`config.mk`:
```
export PLATFORM = sky130hd
export DESIGN_NAME = configurable_logic_cell
export DESIGN_NICKNAME = d
export VERILOG_FILES = /design/src/include/logic_cell_pkg.sv /design/src/rtl/configurable_logic_cell.sv
export SDC_FILE = /design/constraint.sdc
export NUM_CORES = 1
export LEC_CHECK = 0
export BUFFER_PORTS_ARGS = -buffer_cell sky130_fd_sc_hd__clkbuf_2
export CAP_MARGIN = 20
export CORE_AREA = 5 5 42 44
export DETAILED_ROUTE_END_ITERATION = 8
export DIE_AREA = 0 0 47 49
export RECOVER_POWER = 100
export SLEW_MARGIN = 0
export SYNTH_ARGS = -nofsm -noshare
export SYNTH_HDL_FRONTEND = slang
export SYNTH_SLANG_ARGS = --single-unit
```
`constraint.sdc`:
```
create_clock -name ref_clk -period 1.4 [get_ports ref_clk]
set_input_delay 0.28 -clock ref_clk [delete_from_list [all_inputs] [get_ports ref_clk]]
set_output_delay 0.28 -clock ref_clk [all_outputs]
set_load 0.05 [all_outputs]
```
`src/include/logic_cell_pkg.sv`:
```
`default_nettype none
// shared constants and types for the configurable logic cell
package logic_cell_pkg;
   // width of the type selector
   localparam int TYPE_W = 4;

   // operation codes of the type selector
   typedef enum logic [TYPE_W-1:0] {
      OP_NOT_A = 4'h0,  // invert a
      OP_AND3 = 4'h1,   // a and b and c
      OP_NAND3 = 4'h2,  // not (a and b and c)
      OP_OR3 = 4'h3,    // a or b or c
      OP_NOR3 = 4'h4,   // not (a or b or c)
      OP_XOR_AB = 4'h5, // a xor b
      OP_RISE = 4'h6,   // rising edge pulse of a
      OP_FALL = 4'h7,   // falling edge pulse of a
      OP_AND_NC = 4'h8, // a and b and not c
      OP_OR_NC = 4'h9,  // a or b or not c
      OP_SDOM_FF = 4'ha, // set-dominant flip-flop
      OP_RDOM_FF = 4'hb, // reset-dominant flip-flop
      OP_LATCH = 4'hc,  // level latch on c
      OP_SWITCH = 4'hd  // two-way switch on c
   } cell_op_e;

   // the three logic operands travel together
   typedef struct packed {
      logic a; // operand a
      logic b; // operand b
      logic c; // operand c
   } operands_s;

   // reset values of all stored state
   localparam logic OUT_RST = 1'b0;
   localparam logic STORE_RST = 1'b0;

   // nominal edge pulse lengths, equal to one diagram execution period
   localparam int RISE_PULSE_MS = 5;
   localparam int FALL_PULSE_MS = 20;
   localparam int CLK_PERIOD_NS = 10;
   localparam int RISE_PULSE_CYC = RISE_PULSE_MS * 1000000 / CLK_PERIOD_NS;
   localparam int FALL_PULSE_CYC = FALL_PULSE_MS * 1000000 / CLK_PERIOD_NS;
endpackage
`default_nettype wire

```
`src/rtl/configurable_logic_cell.sv`:
```
`default_nettype none
// Function
// - rising edge of a pulses output; b ignored
// - falling edge of a pulses output; b ignored
// - edge pulse lasts exactly one execution tick
// - c true inverts edge output idle and pulse
// - reset-dominant ff: a clears, b sets, clear wins
// - latch follows a while c low, holds otherwise
// - switch gives a when c false, b otherwise
// - type codes 0..7 select gates and edges
// - type codes 8..13 select gates, ffs, latch, switch
module configurable_logic_cell
   import logic_cell_pkg::*;
#(
   // nominal pulse lengths in clock cycles, shortened in simulation
   parameter int RISE_CYC = RISE_PULSE_CYC,
   parameter int FALL_CYC = FALL_PULSE_CYC
) (
   // clock and reset
   input wire logic ref_clk,
   input wire logic rst,
   // diagram execution tick
   input wire logic exec_tick,
   // operands and type selector
   input wire operands_s operands,
   input wire logic [TYPE_W-1:0] cell_type,
   // cell output
   output logic cell_out
);

   // operand a seen at the previous tick, for edge detection
   logic prev_a;
   // flip-flop memory bit shared by both flip-flop modes
   logic ff_bit;
   // latch memory bit
   logic latch_bit;
   // value computed for the coming tick
   logic next_out;
   logic next_ff;
   logic next_latch;
   // edge pulses before optional inversion
   logic rise_hit;
   logic fall_hit;

   // true for codes that the selector defines
   function automatic logic type_legal(input logic [TYPE_W-1:0] t);
      return t <= OP_SWITCH;
   endfunction

   // edge detection against the value sampled at the last tick
   always_comb begin
      rise_hit = operands.a & ~prev_a;
      fall_hit = ~operands.a & prev_a;
   end

   // next flip-flop value; only moves in the flip-flop modes
   always_comb begin
      next_ff = ff_bit;
      if (cell_type == OP_RDOM_FF) begin
         // clear is checked first so it wins
         if (operands.a) begin
            next_ff = 1'b0;
         end else if (operands.b) begin
            next_ff = 1'b1;
         end
      end else if (cell_type == OP_SDOM_FF) begin
         // set is checked first so it wins
         if (operands.a) begin
            next_ff = 1'b1;
         end else if (operands.b) begin
            next_ff = 1'b0;
         end
      end
   end

   // latch is transparent while c is low, only in latch mode
   always_comb begin
      next_latch = latch_bit;
      if (cell_type == OP_LATCH && !operands.c) begin
         next_latch = operands.a;
      end
   end

   // output decode of the type selector
   always_comb begin
      next_out = 1'b0;
      if (type_legal(cell_type)) begin
         unique case (cell_op_e'(cell_type))
            OP_NOT_A: begin
               next_out = ~operands.a;
            end
            OP_AND3: begin
               next_out = operands.a & operands.b & operands.c;
            end
            OP_NAND3: begin
               next_out = ~(operands.a & operands.b & operands.c);
            end
            OP_OR3: begin
               next_out = operands.a | operands.b | operands.c;
            end
            OP_NOR3: begin
               next_out = ~(operands.a | operands.b | operands.c);
            end
            OP_XOR_AB: begin
               next_out = operands.a ^ operands.b;
            end
            OP_RISE: begin
               // c turns the idle level high and the pulse low
               next_out = rise_hit ^ operands.c;
            end
            OP_FALL: begin
               next_out = fall_hit ^ operands.c;
            end
            OP_AND_NC: begin
               next_out = operands.a & operands.b & ~operands.c;
            end
            OP_OR_NC: begin
               next_out = operands.a | operands.b | ~operands.c;
            end
            OP_SDOM_FF, OP_RDOM_FF: begin
               next_out = next_ff;
            end
            OP_LATCH: begin
               next_out = next_latch;
            end
            OP_SWITCH: begin
               next_out = operands.c ? operands.b : operands.a;
            end
         endcase
      end
   end

   // edge history is kept in every mode, so a mode change is clean
   always_ff @(posedge ref_clk or posedge rst) begin
      if (rst) begin
         prev_a <= STORE_RST;
      end else if (exec_tick) begin
         prev_a <= operands.a;
      end
   end

   // flip-flop memory, updated once per tick
   always_ff @(posedge ref_clk or posedge rst) begin
      if (rst) begin
         ff_bit <= STORE_RST;
      end else if (exec_tick) begin
         ff_bit <= next_ff;
      end
   end

   // latch memory, updated once per tick
   always_ff @(posedge ref_clk or posedge rst) begin
      if (rst) begin
         latch_bit <= STORE_RST;
      end else if (exec_tick) begin
         latch_bit <= next_latch;
      end
   end

   // output holds between ticks, so a pulse spans one tick period
   always_ff @(posedge ref_clk or posedge rst) begin
      if (rst) begin
         cell_out <= OUT_RST;
      end else if (exec_tick) begin
         cell_out <= next_out;
      end
   end
endmodule
`default_nettype wire
```
==> impl_metrics.py <==
metrics = {
    "logic_synthesis": {
        "syn_inst": 58,
        "syn_nets": 70,
        "seq_area_frac_synth": 0.209,
        "netlist_area_um2": 479,
        "syn-mean-instance-area_um2": 8.26,
        "yosysTopAreaCellShare": 0.209,
        "ys_seq_elements": 4,
        "yosys_warnings": 0,
        "yosys-top-cells-area": "dfrtp_1, o21ai_0, nand3b_1",
        "synth_cell_types": 34,
        "synth_top_area_cell": "dfrtp_1",
    },
    "layout": {
        "layout_common_cells": "clkbuf_2, buf_4, o21ai_0",
        "num-fill-cells": 153,
        "final_common_cell": "clkbuf_2",
        "drive_above_1_share": 0.325,
        "fin_nets": 91,
        "final_area_um2": 616,
        "final_util": 0.439,
        "antenna-diode-count": 0,
        "multi_input_area_um2": 335,
        "layout.area.seq_um2": 100,
        "area_delta_synth_final_pct": 28.5,
    },
    "die": {
        "core_um2": 1400,
        "initial_core_util": 0.342,
        "dieArea_um2": 2300,
        "fp-row-count": 14,
        "die_w_um": 47,
        "pin_count": 11,
        "die_h_um": 49,
    },
    "power": {
        "total_leakage_power_nw": 0.300,
        "ir_drop_uv": 501,
        "pwr_density_cell_nw_per_um2": 718,
    },
    "place": {
        "gp_congestion": 0.853,
        "dpl.hpwl_um": 902,
        "place.port_buffers": 10,
        "placed_cell_area_um2": 588,
        "place_ws_ns": -0.175,
    },
    "worst_hold_path": {
        "hp-class": "in2reg",
    },
    "cts": {
        "cts.path.max_buffers": 2,
        "clock-root-buffer": "clkbuf_4",
        "cts_setup_buffers": 0,
        "path_clk_slew_ns": 0.04,
        "cts_htree_levels": 1,
        "cts_tree": "built",
        "clk_latency_ns": 0.23,
        "tritoncts.num_buffers": 3,
        "cts_num_sinks": 4,
    },
    "timing": {
        "setup_viol": 0,
        "worst_pin_slew_ns": 0.274,
        "max_freq_ghz": 0.762,
        "fin_crit_ns": 1.31,
        "slew-limit-headroom": 0.817,
        "fin_crit_sh": 0.938,
        "setup_slack_ns": 0.0874,
        "hold_viol": 0,
        "rsz0062_at_grt": "false",
        "clock_skew_ns": 0.00105,
        "drv_slew": 0,
        "fin_setup_tns_ns": 0,
    },
    "grt": {
        "grt_remaining_overflow": 0,
        "track_usage": 0.127,
        "antenna_found_initial": 0,
        "grt_max_degree": 13,
        "grt_pass1_vias": 526,
        "grt_pass1_wl_um": 2180,
    },
    "route": {
        "ant_nets": 0,
        "wl_per_cell_um": 12.7,
        "vias": 485,
        "drtPass1Iterations": 4,
        "wirelength_um": 1180,
        "first_iter_violations": 3,
        "viasPerCell": 5.22,
        "drc": 0,
    },
    "critical_path": {
        "cp_max_fo": 3,
        "cp-end-kind": "register",
        "cp-start-kind": "register",
        "worst-setup-path-type": "reg2reg",
        "cp.required_ns": 1.51,
        "critPathArrivalTime_ns": 1.42,
    },
    "run_status": {
        "status": "finished clean",
    },
    "job": {
        "cap_violations": 0,
    },
}
## synth_stat cells (all sizes together)
cell type,instances
and3b,1
o221ai,1
o21ai,7
nand2b,3
and2,1
nand3,3
nand3b,4
clkbuf,1
buf,3
a31oi,1
inv,4
nand4,1
ha,2
or2b,1
dfrtp,4
and2b,1
nor2,2
mux2i,1
mux2,2
nand2,2
a22o,1
a21oi,2
a311o,1
a21bo,1
o31ai,1
or4,1
o211a,1
xnor2,1
and4b,1
a211o,1
nor2b,2
## worst paths after layout
kind | start | endpoint | slack, ns | cells past startpoint
setup / recovery | prev_a | cell_out | 0.09 | 4
hold / removal | exec_tick | prev_a | 0.40 | 2
setup reg to reg | prev_a | cell_out | 0.09 | 4
hold reg to reg | latch_bit | latch_bit | 0.51 | 1
max in group asynchronous | rst | latch_bit | 0.79 | 3
min in group asynchronous | rst | ff_bit | 0.46 | 3
## power by group
group          total (mW)  internal, mW  switching, mW
logic               0.159        0.0767         0.0825
clock network       0.139        0.0956         0.0430
registers           0.144         0.135        0.00934
## layout make-up
| class | instances | area share |
|---|---|---|
| tap | 16 | 0.0325 |
| inverter | 4 | 0.0244 |
| multi-input combinational | 46 | 0.545 |
| timing repair buffer | 20 | 0.199 |
| clock buffer | 3 | 0.0366 |
| sequential | 4 | 0.163 |
## repair_timing
item                                    4_1_cts  5_1_grt
endpoints found under the setup margin        0        1
hold endpoints to repair                      4        0
hold buffers                                  1        0
resized for setup                             0        1
## through the flow
step	total power, mW	instances	hold slack (ns)
CTS	0.455	93	0.384
floorplan	0.246	58	0.0461
detailed placement	0.303	89	0.150
finish	0.442	93	0.399
global route	0.494	93	0.396
global placement	0.299	89	0.144
## kinds of logic after synthesis
kind of cell | share of synthesized area
AO/OA/AOI/OAI | 0.240
XOR/XNOR | 0.0183
adder cells (fa/ha/maj) | 0.0522
buffers and inverters | 0.0914
flip-flops | 0.209
multiplexers | 0.0679
AND/OR/NAND/NOR | 0.321
## flip-flops by register name, indices dropped and copies added, names as in the netlist
signal and count:
ff_bit 1, prev_a 1, latch_bit 1, cell_out 1
## layer usage
layer  part of all wire  GRT usage  routed length, um
met1               0.47      0.167                559
met2               0.49      0.174                572
met3              0.039     0.0295                 46
met4                  0     0.0876                  0
met5                  0          0                  0
## critical path, stage by stage, from the launching register on
cell and delay, ns:
dfrtp_1 0.37, o21ai_0 0.23, xnor2_1 0.15, o21ai_0 0.09
a311o_1 0.35
No activity file was read; power rests on OpenSTA's default activity.
